`config.mk`:
```
export PLATFORM = sky130hd
export DESIGN_NAME = hrcp_host
export DESIGN_NICKNAME = d
export VERILOG_FILES = /design/src/design/hrcp_fifo.sv /design/src/design/hrcp_pkg.sv /design/src/design/hrcp_host.sv
export SDC_FILE = /design/constraint.sdc
export NUM_CORES = 1
export LEC_CHECK = 0
export BUFFER_PORTS_ARGS = -buffer_cell sky130_fd_sc_hd__buf_4
export CAP_MARGIN = 40
export CORE_ASPECT_RATIO = 1.1
export CORE_MARGIN = 5
export CORE_UTILIZATION = 50
export CTS_BUF_LIST = sky130_fd_sc_hd__clkbuf_4 sky130_fd_sc_hd__clkbuf_8
export CTS_CLUSTER_SIZE = 24
export DETAILED_ROUTE_END_ITERATION = 10
export PLACE_DENSITY = 0.66
export SLEW_MARGIN = 20
export SYNTH_ARGS = -nofsm -noshare
export SYNTH_HDL_FRONTEND = slang
export SYNTH_SLANG_ARGS = --single-unit
```
`constraint.sdc`:
```
create_clock -name i_clk -period 5.25 [get_ports i_clk]
set_input_delay 0.2625 -clock i_clk [delete_from_list [all_inputs] [get_ports i_clk]]
set_output_delay 0.2625 -clock i_clk [all_outputs]
set_load 0.03 [all_outputs]
```
`src/design/hrcp_fifo.sv`:
```
// Read data FIFO module is defined beside the controller in hrcp_host.sv

```
`src/design/hrcp_pkg.sv`:
```
// Package of constants and types for the host read cycle port controller
package hrcp_pkg;
    localparam int CLK_PERIOD_PS = 5000;
    // Timing figures in ns as printed
    localparam int T_CYCLE_NS = 165;
    localparam int T_CSL_NS = 32;
    localparam int T_CSH_NS = 13;
    localparam int T_CSDV_NS = 30;
    localparam int T_ADV_NS = 40;
    localparam int T_ACYC_NS = 165;
    localparam int T_GAP_SHORT_NS = 165;
    localparam int T_GAP_LONG_NS = 330;
    // Least times rounded up to cycles
    localparam int CYC_CYCLE = (T_CYCLE_NS * 1000 + CLK_PERIOD_PS - 1) / CLK_PERIOD_PS;
    localparam int CYC_CSL_RAW = (T_CSL_NS * 1000 + CLK_PERIOD_PS - 1) / CLK_PERIOD_PS;
    localparam int CYC_CSDV = (T_CSDV_NS * 1000 + CLK_PERIOD_PS - 1) / CLK_PERIOD_PS + 1;
    localparam int CYC_ADV = (T_ADV_NS * 1000 + CLK_PERIOD_PS - 1) / CLK_PERIOD_PS + 1;
    // Burst address period: address cycle time, never shorter than address to data
    localparam int CYC_ACYC_RAW = (T_ACYC_NS * 1000 + CLK_PERIOD_PS - 1) / CLK_PERIOD_PS;
    localparam int CYC_ACYC = (CYC_ACYC_RAW > CYC_ADV) ? CYC_ACYC_RAW : CYC_ADV;
    localparam int CYC_CSL = (CYC_CSL_RAW > CYC_CSDV) ? CYC_CSL_RAW : CYC_CSDV;
    localparam int CYC_CSH = (T_CSH_NS * 1000 + CLK_PERIOD_PS - 1) / CLK_PERIOD_PS;
    localparam int CYC_GAP_SHORT = (T_GAP_SHORT_NS * 1000 + CLK_PERIOD_PS - 1) / CLK_PERIOD_PS;
    localparam int CYC_GAP_LONG = (T_GAP_LONG_NS * 1000 + CLK_PERIOD_PS - 1) / CLK_PERIOD_PS;
    localparam int BURST_MAX = 16;
    localparam int DATA_W = 16;
    localparam int ADDR_W = 8;
    localparam int CNT_W = 8;
    // Resource classes: plain, or carrying read side effects
    typedef enum logic [2:0] {
        HRCP_RES_PLAIN,
        HRCP_RES_RX_DATA,
        HRCP_RES_RX_STATUS,
        HRCP_RES_TX_STATUS,
        HRCP_RES_RX_FILL,
        HRCP_RES_TX_FILL,
        HRCP_RES_DISCARD,
        HRCP_RES_DP_CTRL
    } hrcp_res_type;
    typedef enum logic [1:0] {
        HRCP_IDLE,
        HRCP_WAIT,
        HRCP_STROBE,
        HRCP_RECOVER
    } hrcp_state_type;
endpackage : hrcp_pkg

```
`src/design/hrcp_host.sv`:
```
// Host-side read cycle controller driving the device's asynchronous read port, with its read data FIFO
// Summary of operation
// - Wait 165ns after data/status queue reads before fill level; 330ns between discard reads.
// - After skip-ahead completes, wait 330ns after datapath control before status queue reads.
// - Spacing may be met by dummy test reads or elapsed time; elapsed time used.
// - Cycle starts when select and strobe both low, ends when either rises.
// - Host raises select and strobe high for the deassertion time between reads.
// - Burst of up to 16 words by changing address; strobes high between bursts.
// - Queue-port select is driven like an address line, but held unchanged while the address steps through a burst.
// - Data bus is 16 bits wide in every read mode.
`timescale 1ns/1ps
// ****************************************
// Read data FIFO
// ****************************************
module hrcp_fifo #(
    parameter int WIDTH = 16,
    parameter int DEPTH = 8
) (
    input wire logic i_clk,
    input wire logic i_reset,
    input wire logic i_in_valid,
    output logic o_in_ready,
    input wire logic [WIDTH-1:0] i_in_data,
    output logic o_out_valid,
    input wire logic i_out_ready,
    output logic [WIDTH-1:0] o_out_data
);
    localparam int AW = $clog2(DEPTH);
    typedef struct packed {
        logic [DEPTH-1:0][WIDTH-1:0] mem;
        logic [AW-1:0] wr;
        logic [AW-1:0] rd;
        logic [AW:0] cnt;
        logic valid;
        logic [WIDTH-1:0] head;
    } hrcp_fifo_state_type;
    hrcp_fifo_state_type s_q, s_d;
    logic push, pop;
    always_comb begin
        s_d = s_q;
        push = i_in_valid && (s_q.cnt != (AW+1)'(DEPTH));
        pop = i_out_ready && (s_q.cnt != '0);
        if (push) begin
            s_d.mem[s_q.wr] = i_in_data;
            s_d.wr = (s_q.wr == AW'(DEPTH - 1)) ? '0 : s_q.wr + 1'b1;
        end
        if (pop) begin
            s_d.rd = (s_q.rd == AW'(DEPTH - 1)) ? '0 : s_q.rd + 1'b1;
        end
        if (push && !pop) begin
            s_d.cnt = s_q.cnt + 1'b1;
        end else if (pop && !push) begin
            s_d.cnt = s_q.cnt - 1'b1;
        end
        // Outputs registered from the next state
        s_d.valid = (s_d.cnt != '0);
        s_d.head = s_d.mem[s_d.rd];
    end
    always_ff @(posedge i_clk) begin
        if (i_reset) begin
            s_q <= '0;
        end else begin
            s_q <= s_d;
        end
    end
    assign o_in_ready = (s_q.cnt != (AW+1)'(DEPTH));
    assign o_out_valid = s_q.valid;
    assign o_out_data = s_q.head;
endmodule : hrcp_fifo

module hrcp_host #(
    parameter int DATA_W = hrcp_pkg::DATA_W,
    parameter int ADDR_W = hrcp_pkg::ADDR_W,
    parameter int FIFO_DEPTH = 8
) (
    input wire logic i_clk,
    input wire logic i_reset,
    // Command port
    input wire logic i_cmd_valid,
    output logic o_cmd_ready,
    input wire logic [ADDR_W-1:0] i_cmd_addr,
    input wire logic [4:0] i_cmd_len,
    input wire logic i_cmd_queue_sel,
    input wire hrcp_pkg::hrcp_res_type i_cmd_res,
    input wire logic i_cmd_after_skip,
    // Read data stream
    output logic o_rd_valid,
    input wire logic i_rd_ready,
    output logic [DATA_W-1:0] o_rd_data,
    // Device pins
    output logic o_chip_select_n,
    output logic o_read_strobe_n,
    output logic [ADDR_W-1:0] o_addr,
    output logic o_queue_sel,
    input wire logic [DATA_W-1:0] i_data
);
    typedef struct packed {
        hrcp_pkg::hrcp_state_type st;
        logic [hrcp_pkg::CNT_W-1:0] cnt;
        logic [hrcp_pkg::CNT_W-1:0] gap;
        logic [4:0] left;
        hrcp_pkg::hrcp_res_type last_res;
        hrcp_pkg::hrcp_res_type res;
        logic after_skip;
        logic cs_n;
        logic rd_n;
        logic [ADDR_W-1:0] addr;
        logic qsel;
        logic push;
        logic ready;
        logic [DATA_W-1:0] data;
    } hrcp_host_state_type;
    hrcp_host_state_type s_q, s_d;
    logic fifo_in_ready;
    logic need_long;
    logic need_short;
    logic [hrcp_pkg::CNT_W-1:0] need;

    // ****************************************
    // Spacing required before the pending read
    // ****************************************
    always_comb begin
        need_short = ((s_q.last_res == hrcp_pkg::HRCP_RES_RX_DATA ||
            s_q.last_res == hrcp_pkg::HRCP_RES_RX_STATUS) && s_q.res == hrcp_pkg::HRCP_RES_RX_FILL) ||
            (s_q.last_res == hrcp_pkg::HRCP_RES_TX_STATUS && s_q.res == hrcp_pkg::HRCP_RES_TX_FILL);
        need_long = (s_q.last_res == hrcp_pkg::HRCP_RES_DISCARD && s_q.res == hrcp_pkg::HRCP_RES_DISCARD) ||
            (s_q.after_skip && s_q.last_res == hrcp_pkg::HRCP_RES_DP_CTRL &&
            (s_q.res == hrcp_pkg::HRCP_RES_RX_STATUS || s_q.res == hrcp_pkg::HRCP_RES_TX_STATUS));
        if (need_long) begin
            need = hrcp_pkg::CNT_W'(hrcp_pkg::CYC_GAP_LONG);
        end else if (need_short) begin
            need = hrcp_pkg::CNT_W'(hrcp_pkg::CYC_GAP_SHORT);
        end else begin
            need = hrcp_pkg::CNT_W'(hrcp_pkg::CYC_CSH);
        end
    end

    // ****************************************
    // Read cycle sequencer
    // ****************************************
    always_comb begin
        s_d = s_q;
        s_d.push = 1'b0;
        if (s_q.gap != {hrcp_pkg::CNT_W{1'b1}}) begin
            s_d.gap = s_q.gap + 1'b1;
        end
        case (s_q.st)
            hrcp_pkg::HRCP_IDLE: begin
                if (i_cmd_valid) begin
                    s_d.addr = i_cmd_addr;
                    s_d.qsel = i_cmd_queue_sel;
                    s_d.res = i_cmd_queue_sel ? hrcp_pkg::HRCP_RES_RX_DATA : i_cmd_res;
                    s_d.after_skip = i_cmd_after_skip;
                    s_d.left = (i_cmd_len == 5'h00) ? 5'h01 :
                        ((i_cmd_len > 5'(hrcp_pkg::BURST_MAX)) ? 5'(hrcp_pkg::BURST_MAX) : i_cmd_len);
                    s_d.st = hrcp_pkg::HRCP_WAIT;
                end
            end
            hrcp_pkg::HRCP_WAIT: begin
                if (s_q.gap >= need && fifo_in_ready) begin
                    s_d.cs_n = 1'b0;
                    s_d.rd_n = 1'b0;
                    // Burst first word also keeps the least address cycle
                    s_d.cnt = (s_q.left == 5'h01) ? '0 :
                        hrcp_pkg::CNT_W'(hrcp_pkg::CYC_CSL - hrcp_pkg::CYC_ACYC);
                    s_d.st = hrcp_pkg::HRCP_STROBE;
                end
            end
            hrcp_pkg::HRCP_STROBE: begin
                s_d.cnt = s_q.cnt + 1'b1;
                if (s_q.cnt == hrcp_pkg::CNT_W'(hrcp_pkg::CYC_CSL - 1) && fifo_in_ready) begin
                    s_d.data = i_data;
                    s_d.push = 1'b1;
                    s_d.left = s_q.left - 1'b1;
                    if (s_q.left == 5'h01) begin
                        s_d.cs_n = 1'b1;
                        s_d.rd_n = 1'b1;
                        s_d.last_res = s_q.res;
                        s_d.gap = '0;
                        s_d.st = hrcp_pkg::HRCP_RECOVER;
                    end else begin
                        // Burst: strobes held, next word address
                        s_d.addr = s_q.addr + 1'b1;
                        s_d.cnt = hrcp_pkg::CNT_W'(hrcp_pkg::CYC_CSL - hrcp_pkg::CYC_ACYC);
                    end
                end else if (s_q.cnt == hrcp_pkg::CNT_W'(hrcp_pkg::CYC_CSL - 1)) begin
                    s_d.cnt = s_q.cnt;
                end
            end
            hrcp_pkg::HRCP_RECOVER: begin
                if (s_q.gap >= hrcp_pkg::CNT_W'(hrcp_pkg::CYC_CYCLE - hrcp_pkg::CYC_CSL)) begin
                    s_d.st = hrcp_pkg::HRCP_IDLE;
                end
            end
            default: begin
                s_d.st = hrcp_pkg::HRCP_IDLE;
            end
        endcase
        s_d.ready = (s_d.st == hrcp_pkg::HRCP_IDLE);
    end

    always_ff @(posedge i_clk) begin
        if (i_reset) begin
            s_q <= '0;
            s_q.ready <= 1'b1;
            s_q.cs_n <= 1'b1;
            s_q.rd_n <= 1'b1;
            s_q.gap <= {hrcp_pkg::CNT_W{1'b1}};
        end else begin
            s_q <= s_d;
        end
    end

    hrcp_fifo #(
        .WIDTH(DATA_W),
        .DEPTH(FIFO_DEPTH)
    ) u_fifo (
        .i_clk(i_clk),
        .i_reset(i_reset),
        .i_in_valid(s_q.push),
        .o_in_ready(fifo_in_ready),
        .i_in_data(s_q.data),
        .o_out_valid(o_rd_valid),
        .i_out_ready(i_rd_ready),
        .o_out_data(o_rd_data)
    );

    assign o_cmd_ready = s_q.ready;
    assign o_chip_select_n = s_q.cs_n;
    assign o_read_strobe_n = s_q.rd_n;
    assign o_addr = s_q.addr;
    assign o_queue_sel = s_q.qsel;
endmodule : hrcp_host

```
== Word-level counts from Yosys, hierarchy flattened ==
Cells that the tools add are included.
W data, S select, Z words.

* Output and inout bits: 29
* Input port bits: 38
* Bits in registers: 214

* Reductions and logical operators: 33
* Multiplexer cells: 42
* Add/sub/neg operators: 8
* Magnitude comparators: 6
* Equal/unequal tests: 25
* Bitwise gates (word level): 1

{| class="wikitable"
|+ Operators by type and width
! kind !! number
|-
| $mux W131 || 1
|-
| $bwmux W128 || 1
|-
| $mux W8 || 8
|-
| $bmux W16 S3 || 1
|-
| $demux W16 S3 || 1
|-
| $mux W16 || 3
|-
| $pmux W8 S2 || 2
|-
| $add A8 B1 Y8 const B || 3
|-
| $eq A3 B3 Y1 const B || 7
|-
| $mux W10 || 2
|-
| $mux W3 || 5
|-
| $mux W5 || 3
|-
| $eq A3 B2 Y1 const B || 4
|-
| $logic_and A1 B1 Y1 || 12
|-
| $mux W2 || 6
|-
| $ne A2 B2 Y1 const B || 5
|-
| $pmux W5 S2 || 1
|-
| $mux W9 || 1
|-
| $reduce_and A3 Y1 || 3
|-
| $eq A8 B3 Y1 const B || 1
|-
| $ge A8 B5 Y1 const B || 1
|-
| $ge A8 B8 Y1 || 1
|-
| $lt A3 B4 Y1 const B || 2
|-
| $mux W4 || 2
|-
| 28 further kinds || 39
|}

== Logic depth before layout (Yosys ltp) ==
Gate-level depths: netlist of the first run.

* Depth in word-level cells: 11
* Gate-level depth with buffers: 11
* Depth with buffers taken out: 10

== By module ==
From an unflattened synthesis of the first run, not the netlist that was laid out.

* Cells, all modules: 1226
* Area, all modules: 10102.2 sq um

{| class="wikitable"
|+ By module, submodules not included
! module !! times used !! sequential area each (sq um) !! area each (sq um) !! cells an instance
|-
| hrcp_fifo || 1 || 3103.0 || 7085.5 || 849
|-
| hrcp_host || 1 || 1161.1 || 3016.6 || 377
|}

== Worst setup path before layout of the first run ==
No wires, ideal clock.

* Kind: register to register
* From: reg u_fifo.s_q[17] (netlist bit)
* To: reg u_fifo.s_q (netlist bit u_fifo.o_out_data[1])
* Arrival time: 2.558 ns
* Setup time: 0.124 ns
* Path buffers: 2
* Stages on the path, launching flop included: 10
* Path slack: 2.568 ns
* Cells stage by stage: dfxtp_1 > inv_1 > ha_1 > and3b_1 > clkbuf_1 > nor4b_1 > buf_2 > mux2_2 > o311a_1 > a2111o_1

* Longest elaborated chain between the ends: 5

{| class="wikitable"
|+ Ends and longest elaborated chain
! item !! RTL line !! RTL
|-
| start: declaration || hrcp_host.sv:37 || <nowiki>hrcp_fifo_state_type s_q, s_d;</nowiki>
|-
| start signal: assignment || hrcp_host.sv:61 || <nowiki>s_q <= '0;</nowiki>
|-
| start signal: assignment || hrcp_host.sv:63 || <nowiki>s_q <= s_d;</nowiki>
|-
| $ne A4 B4 Y1 or $reduce_bool A4 Y1 (tied branches) || hrcp_host.sv:41, hrcp_host.sv:42 ||
|-
| $logic_and A1 B1 Y1, on equally long branches || hrcp_host.sv:41, hrcp_host.sv:42 ||
|-
| $mux W131 or $mux W3 (tied branches) || hrcp_host.sv:43, hrcp_host.sv:47 ||
|-
| $bmux W16 S3 * || hrcp_host.sv:57 || <nowiki>s_d.head = s_d.mem[s_d.rd];</nowiki>
|-
| $mux W16 (implied by the code) * || hrcp_host.sv:57 ||
|}

Every way passes the cells marked *; elsewhere a longest branch is shown, timed or not. The select of a mux whose other input is x is not followed.
A chain may end at the register's enable or synchronous reset.

== Final worst setup path of the first run ==
* From: reg u_fifo.s_q[17] (netlist bit)
* To: reg u_fifo.s_q (netlist bit u_fifo.o_out_data[0])

Same word-level chain as after synthesis.

==> results.json, run 1 <==
{
  "arrival_ps": 3790,
  "intPower_mw": 3.44,
  "max_freq_mhz": 295,
  "die-area_sq_um": 23900,
  "core_area_sq_um": 20600,
  "syn-instance-count": 1174,
  "setup_viol": 0,
  "ant_nets": 0,
  "grt_use_total": 0.238,
  "root_buffer": "clkbuf_8",
  "grt_pass1_wl_microns": 46300,
  "required_ps": 5650,
  "post-route-min-period_ps": 3390,
  "power_leakage_nw": 5.17,
  "clk_transition_reported_paths_ps": 60,
  "clock_skew_ps": 23.9,
  "multi_input_area_sq_um": 5530,
  "tns_ps": 0,
  "yosysTopAreaCell": "dfxtp_1",
  "crit_fanout": 16,
  "ys_top_cells_by_area": "dfxtp_1, a21oi_1, mux2i_1",
  "routed-wl-met2_microns": 14000,
  "async_reset_ff_frac": 0,
  "maxCapViolCount": 0,
  "portBuffers": 66,
  "yosysMostFrequentCell": "dfxtp_1",
  "die_w_microns": 148,
  "final_util": 0.580,
  "drive_above_1_share": 0.181,
  "worstSetupPathType": "flop to flop",
  "crit_path_start_kind": "flop",
  "rsz0062_at_grt": "false",
  "ios": 67,
  "critPathSlowestCell": "nand4_2",
  "initial_core_util": 0.507,
  "drt_iter0_drc": 604,
  "overflow": 0,
  "top_layer": "met4",
  "first_global_vias": 8562,
  "post_drt_wl_per_cell_microns": 19.7,
  "cts_max_path_buffers": 3,
  "max_stage_delay_ps": 740,
  "yosys-top-cells-count": "dfxtp_1, a21oi_1, clkbuf_1",
  "vdd_drop_max_v": 0.000285,
  "dr.pass1.iters": 6,
  "ys_seq_area_frac": 0.408,
  "synth_seq_cells": 213,
  "hold_viol": 0,
  "syn_nets": 1228,
  "yosysTopAreaCellShare": 0.408,
  "drt_wl_total_microns": 29100,
  "status": "finished, final reports clean",
  "crit_path_end_kind": "flop",
  "fill_cells": 1833,
  "diodes": 0,
  "drc": 0,
  "relSlewSlack": 0.469,
  "gp_congestion": 0.800,
  "synth_edf_count": 0,
  "p_clk_frac": 0.288,
  "wl_met3_microns": 1690,
  "area_growth_pct": 14.3,
  "maxSlewViolCount": 0,
  "cts_buffers": 38,
  "rows": 55,
  "comb_power_share": 0.358,
  "tightest_slew_ps": 792,
  "cts-resized-gates": 0,
  "cts_sinks": 213,
  "p_per_area_nw_per_um2": 455,
  "ys.flop_type": "dfxtp_1",
  "syn-cell-area_sq_um": 10400,
  "clk-insertion-delay-late_ps": 530,
  "cts_tree": "done",
  "grt_antenna_before_repair": 0,
  "hp-class": "input port to flop",
  "grt_max_degree": 63,
  "hpwl_microns": 17700,
  "vias": 9079,
  "h-tree-depth": 2,
  "swShare": 0.367,
  "path_buf_inv": 1,
  "synth_cell_types": 67,
  "syn_avg_cell_area_sq_um": 8.89,
  "fin_nets": 1249,
  "worstPathCellList": "inv_1, ha_1, nand3b_1, nand4_2, mux2_2, o311a_1, a2111o_1",
  "yosysWarnings": 0,
  "crit_family": "simple AND/OR/NAND/NOR gates",
  "seqPwrFrac": 0.353,
  "die_y_microns": 162,
  "drt-met1-wl_microns": 12900,
  "seq_area_sq_um": 4260,
  "viasPerCell": 6.15,
  "period_share": 0.646,
  "p_switching_mw": 1.99
}
## timing repair
item	CTS	global route
hold endpoints to repair	20	0
hold buffers	20	0
setup buffers	0	0
## per-layer routing
layer,track usage,vias to the layer above
met4,0.0627,0
met5,0,-
li1,-,4344
met1,0.309,4387
met3,0.0390,44
met2,0.412,304
## metrics by stage
stage          hold slack (ps)  power [mW]  setup slack, ps  std cells  area [sq um]
6_report                  25.0        5.43             1860       1476         11900
5_1_grt                   37.1        5.71             1700       1476         11900
4_1_cts                   4.89        5.43             1850       1473         11900
3_5_place_dp               448        3.84             1830       1388         10900
3_3_place_gp               444        3.78             1950       1382         10800
2_1_floorplan              398        3.34             2570       1174         10400
## worst reg2reg max path, cell delays in order, from the launching register on
cell and delay [ps]:
dfxtp_1 440, inv_1 80, ha_1 250, nand3b_1 500, nand4_2 750, mux2_2 540
o311a_1 350, a2111o_1 380
## cells in the final DEF, fill, tap and decap left out, drive strengths merged, types with 4 or more instances in the layout
cell type / n
a2111o: 17
a21oi: 107
a221o: 16
a31oi: 9
and2: 50
and3: 28
buf: 92
clkbuf: 63
dfxtp: 213
dlygate4sd3: 20
ha: 16
inv: 13
mux2: 48
mux2i: 51
nand2: 81
nand2b: 4
nand3: 54
nand3b: 4
nand4: 7
nor2: 93
nor2b: 5
nor3: 9
nor3b: 6
nor4b: 4
o211ai: 37
o21ai: 61
o311a: 48
o31ai: 4
o32ai: 5
xnor2: 5
## state kept, by name (all words and copies together), names as in the netlist
signal and flops:
u_fifo.s_q 138, s_q 47, u_fifo.o_out_data 16, o_addr 8, o_chip_select_n 1, o_cmd_ready 1
o_queue_sel 1, u_fifo.o_out_valid 1
## worst paths after layout
| kind | start | end | slack (ps) | cells after the start |
|---|---|---|---|---|
| max | u_fifo.s_q[17] | u_fifo.o_out_data[0] | 1860 | 7 |
| min | i_data[8] | s_q[8] | 30 | 3 |
| max reg2reg | u_fifo.s_q[17] | u_fifo.o_out_data[0] | 1860 | 7 |
| min reg2reg | o_queue_sel | o_queue_sel | 450 | 2 |
## logic make-up (layout without fill, tap and decap cells)
kind of cell	count (synthesis)	count (layout)	synth area share
AO/OA/AOI/OAI	327	327	0.218
adder cells (fa/ha/maj)	16	16	0.0192
buffers and inverters	145	191	0.0636
AND/OR/NAND/NOR	368	368	0.181
flip-flops	213	213	0.408
multiplexers	99	99	0.104
XOR/XNOR	6	6	0.00503
## layout make-up
cell class	count	share of cell area
Multi-Input combinational cell	816	0.464
Timing Repair Buffer	113	0.0833
Clock inverter	3	0.00147
Clock buffer	62	0.0631
Inverter	13	0.00409
Sequential cell	213	0.357
Tap cell	256	0.0269
## power by group through the flow
stage	Sequential (mW)	Combinational, mW	Clock (mW)
after floorplan	1.90	1.44	0
after global placement	1.95	1.83	0
after detailed placement	1.94	1.89	0
after CTS	1.92	1.91	1.60
after global routing	1.94	2.11	1.67
final	1.92	1.95	1.56
Power figures use the tool's default switching activity.
==> run 2: changes to the inputs <==
--- a/config.mk
+++ b/config.mk
@@ -13,7 +13,7 @@
 export CTS_BUF_LIST = sky130_fd_sc_hd__clkbuf_4 sky130_fd_sc_hd__clkbuf_8
 export CTS_CLUSTER_SIZE = 24
 export DETAILED_ROUTE_END_ITERATION = 10
-export PLACE_DENSITY = 0.66
+export PLACE_DENSITY = 0.68
 export SLEW_MARGIN = 20
 export SYNTH_ARGS = -nofsm -noshare
 export SYNTH_HDL_FRONTEND = slang
==> constraint.sdc (replaced) <==
create_clock -name i_clk -period 2.9 [get_ports i_clk]
set_input_delay 0.145 -clock i_clk [delete_from_list [all_inputs] [get_ports i_clk]]
set_output_delay 0.145 -clock i_clk [all_outputs]
set_load 0.03 [all_outputs]
==> results.json, run 2 (synthesis gave the netlist of run 1 again) <==
{
  "status": "finished, final reports clean",
  "max_freq_mhz": 368,
  "cts_max_path_buffers": 3,
  "path_buf_inv": 1,
  "tightest_slew_ps": 777,
  "crit_path_end_kind": "flop",
  "fin_nets": 1281,
  "hpwl_microns": 18100,
  "setup_viol": 0,
  "drt_iter0_drc": 536,
  "relSlewSlack": 0.482,
  "core_area_sq_um": 20600,
  "regMostFlops": "u_fifo.s_q",
  "required_ps": 3290,
  "clk_transition_reported_paths_ps": 60,
  "maxCapViolCount": 0,
  "mostFrequentLayoutCells": "dfxtp_1, buf_4, a21oi_1, nor2_1, nand2_1",
  "crit_path_start_kind": "flop",
  "hold-path-cell-count": 5,
  "grt_pass1_wl_microns": 46500,
  "crit_family": "simple AND/OR/NAND/NOR gates",
  "root_buffer": "clkbuf_8",
  "grt_antenna_before_repair": 0,
  "rsz0062_at_grt": "false",
  "cts-resized-gates": 0,
  "final_util": 0.591,
  "drt_wl_total_microns": 28900,
  "gp_congestion": 0.890,
  "diodes": 0,
  "tns_ps": 0,
  "worstSetupPathType": "flop to flop",
  "r2r_cells": 7,
  "drive_above_1_share": 0.192,
  "clock_skew_ps": 16.3,
  "arrival_ps": 3110,
  "cts_sinks": 213,
  "viasPerCell": 6.08,
  "hp-class": "input port to flop",
  "rows": 55,
  "dr.pass1.iters": 7,
  "die-area_sq_um": 23900,
  "period_share": 0.937,
  "vdd_drop_max_v": 0.000672,
  "grt_max_degree": 69,
  "die_y_microns": 162,
  "vias": 9166,
  "hold_viol": 0,
  "post_drt_wl_per_cell_microns": 19.2,
  "cts_buffers": 36,
  "p_per_area_nw_per_um2": 808,
  "fill_cells": 1791,
  "worstPathCellList": "inv_1, ha_1, and3b_1, or4_4, mux2_4, o311a_1, a2111o_1",
  "ios": 67,
  "maxSlewViolCount": 0,
  "grt_use_total": 0.238,
  "cts_tree": "done",
  "cp.depth": 7,
  "first_global_vias": 8724,
  "crit_fanout": 16,
  "drc": 0,
  "p_total_mw": 9.83,
  "largest_register_ffs": 138,
  "power_leakage_nw": 5.28,
  "die_w_microns": 148,
  "initial_core_util": 0.507,
  "overflow": 0,
  "final_common_cell": "dfxtp_1",
  "max_stage_delay_ps": 710,
  "ant_nets": 0,
  "portBuffers": 66,
  "post-route-min-period_ps": 2720,
  "area_growth_pct": 16.5,
  "clk-insertion-delay-late_ps": 520,
  "critPathSlowestCell": "or4_4",
  "h-tree-depth": 2
}
## run 2: power by group
part	leakage [nW]	total, mW	internal, mW	switching, mW
logic	3.17	3.62	1.47	2.14
registers	1.72	3.46	3.19	0.269
clock network	0.393	2.75	1.56	1.19
total	5.28	9.83	6.23	3.60
## run 2: tightest hold or removal path, delay by kind of cell
| family | cells | cell delay, ps |
|---|---|---|
| buf+inv | 1 | 110 |
| simple gates | 2 | 120 |
| compound gates | 2 | 120 |
## run 2: stage by stage
step | hold slack, ps | cell area, sq um | setup WS (ps) | std cells
floorplan | 281 | 10400 | 218 | 1174
global placement | 393 | 11100 | 240 | 1411
CTS | 6.26 | 12200 | 166 | 1508
finish | 29.4 | 12200 | 183 | 1508
global route | 15.6 | 12200 | 56.1 | 1508
detailed placement | 401 | 11100 | 206 | 1412
## run 2: layout make-up
| class | count | area (sq um) | area share |
|---|---|---|---|
| Timing Repair Buffer | 147 | 1250 | 0.103 |
| Inverter | 13 | 48.8 | 0.00401 |
| Sequential cell | 213 | 4260 | 0.351 |
| Clock buffer | 59 | 718 | 0.0591 |
| Clock inverter | 4 | 25.0 | 0.00206 |
| Tap cell | 256 | 320 | 0.0263 |
| Multi-Input combinational cell | 816 | 5530 | 0.455 |
## run 2: path summary, 6_finish.rpt
path              slack, ps           start                     to
setup reg to reg        180  u_fifo.s_q[17]  u_fifo.o_out_data[11]
hold / removal           30   i_cmd_addr[5]              o_addr[5]
hold reg to reg         460         s_q[29]                s_q[29]
setup / recovery        180  u_fifo.s_q[17]  u_fifo.o_out_data[11]
## run 2: routing by layer
| metal | share of wire | track usage |
|---|---|---|
| met1 | 0.44 | 0.305 |
| met2 | 0.49 | 0.408 |
| met3 | 0.050 | 0.0359 |
| met4 | 0.025 | 0.0809 |
| met5 | 0 | 0 |
## run 2: what timing repair did
item,in CTS,in global routing
setup buffers,0,0
endpoints found under the hold margin,31,0
setup endpoints to repair,0,0
hold buffers,33,0
==> run 3: changes to the inputs <==
--- a/config.mk
+++ b/config.mk
@@ -9,11 +9,11 @@
 export CAP_MARGIN = 40
 export CORE_ASPECT_RATIO = 1.1
 export CORE_MARGIN = 5
-export CORE_UTILIZATION = 50
+export CORE_UTILIZATION = 45
 export CTS_BUF_LIST = sky130_fd_sc_hd__clkbuf_4 sky130_fd_sc_hd__clkbuf_8
 export CTS_CLUSTER_SIZE = 24
 export DETAILED_ROUTE_END_ITERATION = 10
-export PLACE_DENSITY = 0.68
+export PLACE_DENSITY = 0.62
 export SLEW_MARGIN = 20
 export SYNTH_ARGS = -nofsm -noshare
 export SYNTH_HDL_FRONTEND = slang
==> results.json, run 3 (synthesis gave the netlist of run 1 again) <==
{
  "post_drt_wl_per_cell_microns": 19.1,
  "cts_max_path_buffers": 3,
  "tns_ps": 0,
  "fin_nets": 1283,
  "root_buffer": "clkbuf_8",
  "dr.pass1.iters": 5,
  "initial_core_util": 0.457,
  "viasPerCell": 5.88,
  "arrival_ps": 3110,
  "worstPathCellList": "inv_1, ha_1, and3b_1, or4_4, mux2_4, o311a_1, a2111o_1",
  "power_leakage_nw": 5.31,
  "final_common_cell": "dfxtp_1",
  "grt_antenna_before_repair": 0,
  "vdd_drop_max_v": 0.000519,
  "diodes": 0,
  "drive_above_1_share": 0.193,
  "cts_buffers": 38,
  "cts_tree": "done",
  "p_total_mw": 9.95,
  "postCtsSetupBuffers": 0,
  "fill_cells": 2145,
  "tightest_slew_ps": 871,
  "crit_fanout": 16,
  "max_stage_delay_ps": 700,
  "cts_sinks": 213,
  "gp_congestion": 0.804,
  "maxCapViolCount": 0,
  "period_share": 0.933,
  "hpwl_microns": 18500,
  "ant_nets": 0,
  "path_buf_inv": 1,
  "crit_path_start_kind": "flop",
  "ios": 67,
  "grt_max_degree": 110,
  "grtUsageMet3": 0.0365,
  "relSlewSlack": 0.420,
  "rows": 58,
  "mostFrequentLayoutCells": "dfxtp_1, buf_4, a21oi_1, nor2_1, nand2_1",
  "cp.depth": 7,
  "grt_use_total": 0.219,
  "critPathSlowestCell": "or4_4",
  "portBuffers": 66,
  "first_global_vias": 8650,
  "maxSlewViolCount": 0,
  "grt.busiest_layer": "met2",
  "p_per_area_nw_per_um2": 812,
  "worstSetupPathType": "flop to flop",
  "status": "finished, final reports clean",
  "clk_transition_reported_paths_ps": 50,
  "largest_register_ffs": 138,
  "crit_family": "simple AND/OR/NAND/NOR gates",
  "max_freq_mhz": 370,
  "required_ps": 3310,
  "clock_skew_ps": 20.5,
  "post-route-min-period_ps": 2710,
  "met2_usage": 0.376,
  "drt_wl_total_microns": 29600,
  "hp-class": "input port to flop",
  "drt_iter0_drc": 567,
  "die_w_microns": 155,
  "hold-path-cell-count": 5,
  "grt_pass1_wl_microns": 47200,
  "use_met1": 0.282,
  "overflow": 0,
  "die-area_sq_um": 26300,
  "r2r_cells": 7,
  "regMostFlops": "u_fifo.s_q",
  "h-tree-depth": 2,
  "drc": 0,
  "rsz0062_at_grt": "false",
  "vias": 9121,
  "core_area_sq_um": 22900,
  "setup_viol": 0,
  "hold_viol": 0,
  "crit_path_end_kind": "flop",
  "area_growth_pct": 17.5,
  "die_y_microns": 170,
  "clk-insertion-delay-late_ps": 530
}
[run 3: changes by cell type in the layout (fill, tap and decap cells not counted), sizes merged]
cell	previous run	this run
buf	114	115
clkbuf	59	60
clkinv	2	0
dlygate4sd3	33	32
[run 3: layout make-up]
class | count | area (sq um) | share of cell area
clock inverter | 2 | 15.0 | 0.00122
timing repair buffer | 147 | 1270 | 0.103
multi-input combinational | 816 | 5530 | 0.451
sequential | 213 | 4260 | 0.348
tap | 300 | 375 | 0.0306
inverter | 13 | 48.8 | 0.00398
clock buffer | 60 | 757 | 0.0617
[run 3: timing repair]
item,4_1_cts,5_1_grt
hold buffers,32,0
resized for setup,0,1
hold endpoints to repair,31,0
setup endpoints to repair,0,1
[run 3: through the flow]
stage	std cells	worst slack (ps)	util	area, sq um	hold WS [ps]
after floorplan	1174	218	-	10400	281
after global placement	1456	287	0.488	11200	393
after detailed placement	1456	213	0.488	11200	403
after CTS	1550	178	0.536	12200	13.5
after global routing	1551	48.9	0.536	12300	44.6
final	1551	194	0.536	12300	38.6
[run 3: metal layers]
layer  routed length [microns]  up-vias
met5                         0        -
met4                       816        0
met3                      1490       65
met2                     14300      242
met1                     13100     4397
li1                          -     4417
[run 3: worst reg2reg max path, stage by stage, from the launching register on]
cell	delay, ps
dfxtp_1	330
inv_1	50
ha_1	240
and3b_1	230
or4_4	700
mux2_4	380
o311a_1	360
a2111o_1	300
[run 3: where the power goes]
part / internal, mW / switching (mW)
clock network: 1.64 / 1.21
logic: 1.51 / 2.15
registers: 3.19 / 0.249
[run 3: path summary, 6_finish.rpt]
kind	from	end	slack [ps]
min	i_cmd_addr[5]	o_addr[5]	40
max	u_fifo.s_q[17]	u_fifo.o_out_data[11]	190
min reg2reg	o_queue_sel	o_queue_sel	460
max reg2reg	u_fifo.s_q[17]	u_fifo.o_out_data[11]	190
